## src/common/rmp_pkg.sv

```systemverilog
package rmp_pkg;
  // ----------------------------------------------------------------
  // buffer memory map
  // ----------------------------------------------------------------
  localparam logic [11:0] ADDR_FUNC = 12'h800;
  localparam logic [11:0] ADDR_ERR = 12'h801;
  localparam logic [11:0] ADDR_OPT = 12'h820;
  localparam logic [11:0] ADDR_PTR = 12'h821;
  localparam logic [11:0] ADDR_CNT = 12'h822;
  localparam logic [11:0] ADDR_LIST = 12'h823;
  localparam logic [11:0] ADDR_LIST_END = 12'h887;
  localparam int LIST_MAX = 100;
  // ----------------------------------------------------------------
  // values and codes
  // ----------------------------------------------------------------
  localparam logic [15:0] WORD_RESET = 16'h0000;
  localparam logic [15:0] FUNC_MSG_OUT = 16'h0003;
  localparam logic [15:0] OPT_CRLF_ON = 16'h0001;
  localparam logic [15:0] PTR_MAX = 16'h0063;
  localparam logic [15:0] CNT_MAX = 16'h0064;
  localparam logic [15:0] FIXED_MIN = 16'h0001;
  localparam logic [15:0] FIXED_MAX = 16'h0190;
  localparam int FREE_BIT = 15;
  localparam logic [14:0] FREE_MIN = 15'h0001;
  localparam logic [14:0] FREE_MAX = 15'h001F;
  localparam logic [7:0] CHR_CR = 8'h0D;
  localparam logic [7:0] CHR_LF = 8'h0A;
  localparam logic [7:0] CHR_END = 8'h00;
  localparam logic [6:0] MSG_LEN = 7'h50;
  localparam logic [15:0] ERR_NONE = 16'h0000;
  localparam logic [15:0] ERR_FUNC = 16'h00F1;
  localparam logic [15:0] ERR_RANGE = 16'h00F2;
endpackage

```

## src/common/rmp_link_if.sv

```systemverilog
`timescale 1ns/100ps
interface rmp_link_if;
  logic bm_we;
  logic bm_re;
  logic [11:0] bm_addr;
  logic [15:0] bm_wdata;
  logic [15:0] bm_rdata;
  logic bm_rvalid;
  logic print_req;
  logic print_pause;
  logic print_done;

  modport dev
  (
    input bm_we,
    input bm_re,
    input bm_addr,
    input bm_wdata,
    output bm_rdata,
    output bm_rvalid,
    input print_req,
    input print_pause,
    output print_done
  );

  modport host
  (
    output bm_we,
    output bm_re,
    output bm_addr,
    output bm_wdata,
    input bm_rdata,
    input bm_rvalid,
    output print_req,
    output print_pause,
    input print_done
  );
endinterface

```

## src/logic/rmp_dev.sv

```systemverilog
`timescale 1ns/100ps
// Functional notes
// - one run sends up to 100 listed messages
// - host writes function code 3 first
// - option 1 appends CR LF after messages not already ending in CR LF
// - start index 0..99 picks first entry
// - count 1..100 consecutive entries are sent
// - messages go out in list order
// - entries 0001H..0190H are fixed messages
// - bit 15 set marks free message 1..31
// - host raises request after writing schedule
// - host drops request, then reads result
// - host clears nonzero result by writing zero
// - pause holds sending, resumes where stopped
// - function word lives at 800H
// - result word at 801H, zero is success
// - completion raised when function finishes
// - uncleared error refuses new functions
module rmp_dev
(
  input wire logic clk,
  input wire logic rst_b,
  rmp_link_if.dev link,
  output logic [15:0] msg_id,
  output logic [6:0] msg_idx,
  input wire logic [7:0] msg_char,
  output logic prn_valid,
  output logic [7:0] prn_data,
  input wire logic prn_ready
);
  typedef enum {ST_IDLE, ST_CHECK, ST_SCAN, ST_LOAD, ST_SEND, ST_CR, ST_LF, ST_NEXT,
    ST_DONE} rmp_dev_state_t;
  rmp_dev_state_t state_q;
  logic [15:0] func_q, err_q, opt_q, ptr_q, cnt_q, rdata_q, msg_q;
  logic [15:0] list_q [rmp_pkg::LIST_MAX];
  logic rvalid_q, done_q, valid_q;
  logic [6:0] idx_q, rem_q, chr_q;
  logic [7:0] last_q, prev_q, data_q;
  logic err_set, slot_free;
  logic [15:0] err_code, entry;
  // the last area word has no list slot behind it
  function automatic logic in_list(input logic [11:0] a);
    in_list = (a >= rmp_pkg::ADDR_LIST) && (a <= rmp_pkg::ADDR_LIST_END)
      && (12'(a - rmp_pkg::ADDR_LIST) < 12'(rmp_pkg::LIST_MAX));
  endfunction
  function automatic logic [6:0] list_ix(input logic [11:0] a);
    list_ix = 7'(a - rmp_pkg::ADDR_LIST);
  endfunction
  function automatic logic entry_ok(input logic [15:0] e);
    if (e[rmp_pkg::FREE_BIT])
      entry_ok = (e[14:0] >= rmp_pkg::FREE_MIN) && (e[14:0] <= rmp_pkg::FREE_MAX);
    else
      entry_ok = (e >= rmp_pkg::FIXED_MIN) && (e <= rmp_pkg::FIXED_MAX);
  endfunction
  assign entry = list_q[idx_q];
  // pause only blocks the next character; one already offered still drains
  assign slot_free = !valid_q && !link.print_pause;
  // ----------------------------------------------------------------
  // buffer memory words, written and read by the host
  // ----------------------------------------------------------------
  always_ff @(posedge clk or negedge rst_b)
  begin
    if (!rst_b)
    begin
      func_q <= rmp_pkg::WORD_RESET;
      opt_q <= rmp_pkg::WORD_RESET;
      ptr_q <= rmp_pkg::WORD_RESET;
      cnt_q <= rmp_pkg::WORD_RESET;
    end
    else if (link.bm_we)
    begin
      case (link.bm_addr)
        rmp_pkg::ADDR_FUNC: func_q <= link.bm_wdata;
        rmp_pkg::ADDR_OPT: opt_q <= link.bm_wdata;
        rmp_pkg::ADDR_PTR: ptr_q <= link.bm_wdata;
        rmp_pkg::ADDR_CNT: cnt_q <= link.bm_wdata;
        default: ;
      endcase
    end
  end
  generate
    for (genvar i = 0; i < rmp_pkg::LIST_MAX; i++)
    begin : g_list
      always_ff @(posedge clk or negedge rst_b)
      begin
        if (!rst_b)
          list_q[i] <= rmp_pkg::WORD_RESET;
        else if (link.bm_we && in_list(link.bm_addr) && list_ix(link.bm_addr) == 7'(i))
          list_q[i] <= link.bm_wdata;
      end
    end
  endgenerate
  // result word: device report wins over a host clear in one cycle
  always_ff @(posedge clk or negedge rst_b)
  begin
    if (!rst_b)
      err_q <= rmp_pkg::ERR_NONE;
    else if (err_set)
      err_q <= err_code;
    else if (link.bm_we && link.bm_addr == rmp_pkg::ADDR_ERR)
      err_q <= link.bm_wdata;
  end
  // host reads, answered one cycle later
  always_ff @(posedge clk or negedge rst_b)
  begin
    if (!rst_b)
    begin
      rdata_q <= rmp_pkg::WORD_RESET;
      rvalid_q <= 1'b0;
    end
    else
    begin
      rvalid_q <= link.bm_re;
      if (link.bm_re)
      begin
        case (link.bm_addr)
          rmp_pkg::ADDR_FUNC: rdata_q <= func_q;
          rmp_pkg::ADDR_ERR: rdata_q <= err_q;
          rmp_pkg::ADDR_OPT: rdata_q <= opt_q;
          rmp_pkg::ADDR_PTR: rdata_q <= ptr_q;
          rmp_pkg::ADDR_CNT: rdata_q <= cnt_q;
          default: rdata_q <= in_list(link.bm_addr) ? list_q[list_ix(link.bm_addr)]
            : rmp_pkg::WORD_RESET;
        endcase
      end
    end
  end
  // ----------------------------------------------------------------
  // sequencer and error detection
  // ----------------------------------------------------------------
  always_comb
  begin
    err_set = 1'b0;
    err_code = rmp_pkg::ERR_NONE;
    if (state_q == ST_CHECK)
    begin
      if (func_q != rmp_pkg::FUNC_MSG_OUT)
      begin
        err_set = 1'b1;
        err_code = rmp_pkg::ERR_FUNC;
      end
      else if (ptr_q > rmp_pkg::PTR_MAX || cnt_q == 16'h0000 || cnt_q > rmp_pkg::CNT_MAX
        || ({1'b0, ptr_q} + {1'b0, cnt_q}) > {1'b0, rmp_pkg::CNT_MAX})
      begin
        err_set = 1'b1;
        err_code = rmp_pkg::ERR_RANGE;
      end
    end
    else if (state_q == ST_SCAN && !entry_ok(entry))
    begin
      err_set = 1'b1;
      err_code = rmp_pkg::ERR_RANGE;
    end
  end
  always_ff @(posedge clk or negedge rst_b)
  begin
    if (!rst_b)
    begin
      state_q <= ST_IDLE;
      done_q <= 1'b0;
      idx_q <= 7'h00;
      rem_q <= 7'h00;
      chr_q <= 7'h00;
      last_q <= 8'h00;
      prev_q <= 8'h00;
      msg_q <= rmp_pkg::WORD_RESET;
    end
    else
    begin
      case (state_q)
        ST_IDLE:
          if (link.print_req)
            state_q <= (err_q != rmp_pkg::ERR_NONE) ? ST_DONE : ST_CHECK;
        ST_CHECK:
        begin
          idx_q <= ptr_q[6:0];
          rem_q <= cnt_q[6:0];
          state_q <= err_set ? ST_DONE : ST_SCAN;
        end
        ST_SCAN:
          if (err_set)
            state_q <= ST_DONE;
          else if (rem_q == 7'h01)
          begin
            idx_q <= ptr_q[6:0];
            rem_q <= cnt_q[6:0];
            state_q <= ST_LOAD;
          end
          else
          begin
            idx_q <= idx_q + 7'h01;
            rem_q <= rem_q - 7'h01;
          end
        ST_LOAD:
        begin
          msg_q <= entry;
          chr_q <= 7'h00;
          last_q <= 8'h00;
          prev_q <= 8'h00;
          state_q <= ST_SEND;
        end
        ST_SEND:
          if (slot_free)
          begin
            if (msg_char == rmp_pkg::CHR_END || chr_q == rmp_pkg::MSG_LEN)
            begin
              if (opt_q == rmp_pkg::OPT_CRLF_ON
                && !(prev_q == rmp_pkg::CHR_CR && last_q == rmp_pkg::CHR_LF))
                state_q <= ST_CR;
              else
                state_q <= ST_NEXT;
            end
            else
            begin
              chr_q <= chr_q + 7'h01;
              prev_q <= last_q;
              last_q <= msg_char;
            end
          end
        ST_CR, ST_LF:
          if (slot_free)
            state_q <= (state_q == ST_CR) ? ST_LF : ST_NEXT;
        ST_NEXT:
          if (rem_q != 7'h01)
          begin
            idx_q <= idx_q + 7'h01;
            rem_q <= rem_q - 7'h01;
            state_q <= ST_LOAD;
          end
          else if (!valid_q)
            state_q <= ST_DONE;
        ST_DONE:
        begin
          done_q <= link.print_req;
          if (!link.print_req)
            state_q <= ST_IDLE;
        end
        default: state_q <= ST_IDLE;
      endcase
    end
  end
  always_ff @(posedge clk or negedge rst_b)
  begin
    if (!rst_b)
    begin
      valid_q <= 1'b0;
      data_q <= 8'h00;
    end
    else if (valid_q)
      valid_q <= !prn_ready;
    else if (slot_free)
    begin
      case (state_q)
        ST_SEND:
          if (msg_char != rmp_pkg::CHR_END && chr_q != rmp_pkg::MSG_LEN)
          begin
            valid_q <= 1'b1;
            data_q <= msg_char;
          end
        ST_CR, ST_LF:
        begin
          valid_q <= 1'b1;
          data_q <= (state_q == ST_CR) ? rmp_pkg::CHR_CR : rmp_pkg::CHR_LF;
        end
        default: ;
      endcase
    end
  end
  assign link.bm_rdata = rdata_q;
  assign link.bm_rvalid = rvalid_q;
  assign link.print_done = done_q;
  assign msg_id = msg_q;
  assign msg_idx = chr_q;
  assign prn_valid = valid_q;
  assign prn_data = data_q;
endmodule

```

## src/flat_wrapper.sv

```systemverilog
// flat-port wrapper written by rule: the top's interface ports become plain ports
module rmp_dev_flat 
  (clk, rst_b, msg_id, msg_idx, msg_char, prn_valid, prn_data, prn_ready, link_bm_we, link_bm_re, link_bm_addr, link_bm_wdata, link_bm_rdata, link_bm_rvalid, link_print_req, link_print_pause, link_print_done);
  rmp_link_if link_i ();
  input wire logic clk;
  input wire logic rst_b;
  output logic [15:0] msg_id;
  output logic [6:0] msg_idx;
  input wire logic [7:0] msg_char;
  output logic prn_valid;
  output logic [7:0] prn_data;
  input wire logic prn_ready;
  input wire logic [$bits(link_i.bm_we)-1:0] link_bm_we;
  input wire logic [$bits(link_i.bm_re)-1:0] link_bm_re;
  input wire logic [$bits(link_i.bm_addr)-1:0] link_bm_addr;
  input wire logic [$bits(link_i.bm_wdata)-1:0] link_bm_wdata;
  output wire logic [$bits(link_i.bm_rdata)-1:0] link_bm_rdata;
  output wire logic [$bits(link_i.bm_rvalid)-1:0] link_bm_rvalid;
  input wire logic [$bits(link_i.print_req)-1:0] link_print_req;
  input wire logic [$bits(link_i.print_pause)-1:0] link_print_pause;
  output wire logic [$bits(link_i.print_done)-1:0] link_print_done;
  assign link_i.bm_we = link_bm_we;
  assign link_i.bm_re = link_bm_re;
  assign link_i.bm_addr = link_bm_addr;
  assign link_i.bm_wdata = link_bm_wdata;
  assign link_bm_rdata = link_i.bm_rdata;
  assign link_bm_rvalid = link_i.bm_rvalid;
  assign link_i.print_req = link_print_req;
  assign link_i.print_pause = link_print_pause;
  assign link_print_done = link_i.print_done;
  rmp_dev u_core (.clk(clk), .rst_b(rst_b), .link(link_i), .msg_id(msg_id), .msg_idx(msg_idx), .msg_char(msg_char), .prn_valid(prn_valid), .prn_data(prn_data), .prn_ready(prn_ready));
endmodule
```

## config.mk

```make
export PLATFORM = sky130hd
export DESIGN_NAME = rmp_dev_flat
export DESIGN_NICKNAME = d
export VERILOG_FILES = /design/src/common/rmp_pkg.sv /design/src/common/rmp_link_if.sv /design/src/logic/rmp_dev.sv /design/src/flat_wrapper.sv
export SDC_FILE = /design/constraint.sdc
export NUM_CORES = 2
export LEC_CHECK = 0
export BUFFER_PORTS_ARGS = -buffer_cell sky130_fd_sc_hd__buf_2
export CORE_ASPECT_RATIO = 0.6
export CORE_MARGIN = 2
export CORE_UTILIZATION = 64
export DETAILED_ROUTE_END_ITERATION = 8
export PLACE_DENSITY = 0.84
export SLEW_MARGIN = 10
export SYNTH_ARGS = -nofsm -noshare
export SYNTH_HDL_FRONTEND = slang
export SYNTH_SLANG_ARGS = --single-unit
```

## constraint.sdc

```tcl
create_clock -name clk -period 4.4 [get_ports clk]
set_input_delay 0 -clock clk [delete_from_list [all_inputs] [get_ports clk]]
set_output_delay 0 -clock clk [all_outputs]
set_load 0.05 [all_outputs]
```

==> run_results.csv <==
group,metric,value,unit
run_status,status,"complete, but fails checks",
run_status,violations,"DRC, setup timing",
floorplan,num_rows,109,
sta,setup_viol,1,
logic_synthesis,synth_cells,6393,
grt,grt_pass1_vias,66900,
critical_path,worst-r2r-cell-count,16,
place,dp.cells,8267,
worst_hold_path,hp-class,"in -> reg",
floorplan,die-height,301,microns
logic_synthesis,syn_avg_cell_area,14.8,sq um
critical_path,startpoint,"u_core.idx_q[0]$_DFFE_PN0P_",
critical_path,cp-endpoint,"u_core.state_q[3]$_DFFE_PN0P_",
pwr,vdd_drop_max,0.430,mV
critical_path,cpPeakStageDelay,0.56,ns
clock_tree,cts_root_buf,"clkbuf_16",
clock_tree,clkLatencyLatePin,0.86,ns
grt,overflow,0,
logic_synthesis,yosysTopAreaCellShare,46.8,%
cells_and_area,fill_cells,9025,
place,detailed_place_hpwl,214000,microns
clock_tree,clk_pin_slew,0.07,ns
clock_tree,clockBufferDepth,3,
clock_tree,cts_buffers,162,
logic_synthesis,synth.distinct_cells,93,
floorplan,die_area,0.151,sq mm
routing,routedWlPerCell,38.0,microns
routing,drt_iter0_drc,11300,
floorplan,core-area,0.147,sq mm
critical_path,crit_type,"reg -> reg",
critical_path,cp.depth,16,
routing,avgViaCountPerCell,7.82,
critical_path,crit_fanout,20,
place,port_buffers,92,
floorplan,num_io_pins,93,
cells_and_area,synthToLayoutAreaGrowth,11.5,%
logic_synthesis,synth_nets,6463,
cells_and_area,nets,6614,
place,place.gp.congestion,1.05,
cells_and_area,final_cells,8628,
sta,whs,0.0549,ns
critical_path,r2r_end,"u_core.state_q[3]$_DFFE_PN0P_",
clock_tree,clkSinkCount,1764,
floorplan,start_util,64.3,%
sta,rsz0062_at_grt,"no",
logic_synthesis,yosys.area.top_type,"dfrtp_1",
sta,skew,0.0473,ns
sta,tightest_slew,1.43,ns
critical_path,cp-end-kind,"flip-flop",
logic_synthesis,synth_ff_type,"dfrtp_1",
pwr,powerDensity,401,mW/mm^2
critical_path,crit_arrival,5.19,ns
critical_path,crit_top_cell,"buf_4",
logic_synthesis,ys_seq_area_share,46.8,%
sta,slew_viol_final,0,
pwr,p_leak,48.9,nW
run,cap_violations,0,
routing,drcViolationCount,12,
critical_path,r2r-start,"u_core.idx_q[0]$_DFFE_PN0P_",
floorplan,die_w,500,microns
logic_synthesis,synth_area_leaders,"dfrtp_1, mux2_2, mux4_2, mux2i_1, nand2_1",
critical_path,worst-path-buf-inv,6,
sta,period_share,100,%
grt,antenna_found_initial,17,
sta,fmax,0.226,GHz
routing,wl,328000,microns
sta,period_minus_slack,4.42,ns
critical_path,cp-start-kind,"flip-flop",
critical_path,crit_path_top_delay_cell,"dfrtp_4",
cells_and_area,layout-drive-gt1-share,51.5,%
critical_path,regToRegSetupSlack,-0.02,ns
logic_synthesis,synth_edf_count,0,
routing,vias,67500,
routing,ant_nets,0,
clock_tree,h-tree-depth,4,
logic_synthesis,ys_warn_count,0,
logic_synthesis,ys_seq_elements,1764,
grt,grt_use_total,43.8,%
grt,grt_first_pass_wirelength,475000,microns
critical_path,crit_chain,"buf_12 > buf_16 > buf_4 > and3b_1 > buf_4 > a221oi_1 > nand3_1 > nand3_1 > a22oi_1 > nor2_1 > a221oi_2 > nor4b_4 > buf_4 > buf_4 > a211o_1 > a32oi_1",
logic_synthesis,synth_async_sr_flop_share,100,%
logic_synthesis,syn_area,0.0944,sq mm
sta,slew_headroom,4.16,%
sta,fin_ws,-0.0171,ns
clock_tree,cts_tree,"built",
critical_path,path_delay_family,"compound AO/OA/AOI/OAI gates",
routing,drt_pass1_iterations,9,
sta,finalHoldViolCount,0,
critical_path,crit_required,5.17,ns
grt,grt_max_degree,146,
## final cells by class
class / instances / area, sq um / share of cell area [%]
diodes: 11 / 27.5 / 0.0262
clock buffers: 220 / 4690 / 4.46
clock inverters: 75 / 986 / 0.937
inverters: 18 / 67.6 / 0.0642
multi-input cells: 4000 / 47500 / 45.2
flip-flops and latches: 1764 / 44200 / 42.0
well taps: 1942 / 2430 / 2.31
repair buffers: 598 / 5340 / 5.08
## per-stage QoR
stage	setup TNS (ns)	instance area (sq um)	setup WS [ns]	power (W)	util, %
3_3_place_gp	-8.86	98700	-0.421	0.0263	67.2
4_1_cts	0	105000	0.00474	0.0417	71.5
3_5_place_dp	-1.25	98800	-0.138	0.0265	67.2
5_1_grt	0	105000	0.00266	0.0431	71.6
6_report	-0.0171	105000	-0.0171	0.0422	71.6
2_1_floorplan	0	94500	0.0154	0.0229	-
## sequential cells by signal, summed over array words and instances (netlist names)
signal,cells
u_core.msg_id,16
u_core.list_q,1600
u_core.opt_q,16
u_core.cnt_q,16
u_core.state_q,4
u_core.link.print_done,1
u_core.link.bm_rvalid,1
u_core.prev_q,8
u_core.ptr_q,16
u_core.prn_valid,1
u_core.err_q,16
u_core.msg_idx,7
u_core.link.bm_rdata,16
u_core.func_q,16
u_core.prn_data,8
u_core.idx_q,7
u_core.last_q,8
u_core.rem_q,7
## power breakdown
part | internal (W) | switching, W
Combinational | 0.00360 | 0.00629
Sequential | 0.0165 | 0.000398
Clock | 0.00868 | 0.00669
## placed cells by master, fill, tap and decap left out, drive strengths merged, types with 10 or more instances in the layout
master and n:
a211o 11, mux4 824, a221oi 15, a21oi 117, or4 10, buf 550
a22oi 68, nor4 34, a2111oi 18, nand2 385, clkinvlp 10, and3 13
mux2i 145, xor2 14, mux2 1725, o21ai 72, o22ai 38, nor2b 21
nand3 41, dfrtp 1764, bufinv 20, clkinv 38, a211oi 24, nand4 19
diode 11, nor2 93, o221ai 40, a222oi 15, nor3 33, inv 25
dlygate4sd3 47, clkbuf 221, nor4b 10, ha 26, a22o 23, nand2b 10
a41oi 17, a21o 12, a31oi 20
## layer usage
layer  global-route usage (%)  up-vias  wire [microns]
li1                         -    25200               -
met2                     58.5     5908          134000
met3                     24.8     1161           58800
met1                     58.6    35200          118000
met5                    0.407        -             161
met4                     18.9       26           17200
## how the worst min path moves through the flow
| stage | slack [ns] | end | start | cells past startpoint |
|---|---|---|---|---|
| finish | 0.05 | u_core.prn_data[0]$_DFFE_PN0P_ | msg_char[0] | 4 |
| global route | 0.07 | u_core.prn_data[2]$_DFFE_PN0P_ | msg_char[2] | 4 |
| CTS | 0.004 | u_core.prn_data[3]$_DFFE_PN0P_ | msg_char[3] | 4 |
| detailed placement | 0.13 | u_core.list_q[264]$_DFFE_PN0P_ | rst_b | 1 |
| global placement | 0.13 | u_core.list_q[312]$_DFFE_PN0P_ | rst_b | 1 |
| floorplan | -0.30 | u_core.cnt_q[0]$_DFFE_PN0P_ | rst_b | 0 |
## worst register-to-register path: stages, from the launching register on
cell and delay [ns]:
dfrtp_4 0.56, buf_12 0.24, buf_16 0.26, buf_4 0.21
and3b_1 0.38, buf_4 0.30, a221oi_1 0.12, nand3_1 0.19
nand3_1 0.26, a22oi_1 0.42, nor2_1 0.15, a221oi_2 0.40
nor4b_4 0.09, buf_4 0.17, buf_4 0.18, a211o_1 0.28
a32oi_1 0.14
## cells by family after synthesis
group	share of synthesized area, %
AOI/OAI and AO/OA	4.26
xor gates and xnor gates	0.176
adders and majority gates	0.366
buffers and inverters	3.18
DFF	46.8
muxes	41.8
and+or+nand+nor	3.42
## cells in the mapped netlist, drive strengths merged, types with 21 or more instances
cell type,n
a211oi,24
o22ai,38
a22o,23
nor4,34
dfrtp,1764
mux2i,145
ha,26
nor2b,21
nor3,33
nand2,385
buf,273
a22oi,68
clkbuf,338
mux4,824
nor2,93
mux2,1725
o21ai,72
a21oi,117
o221ai,40
nand3,41
## repair_timing
item | in CTS | in global routing
hold buffers | 48 | 0
endpoints found under the hold margin | 1292 | 0
setup endpoints to repair | 32 | 33
gates resized for setup | 4 | 38
cloned | 0 | 1
pin swaps | 0 | 3
setup buffers | 3 | 4
No activity file was read; power rests on OpenSTA's default activity.
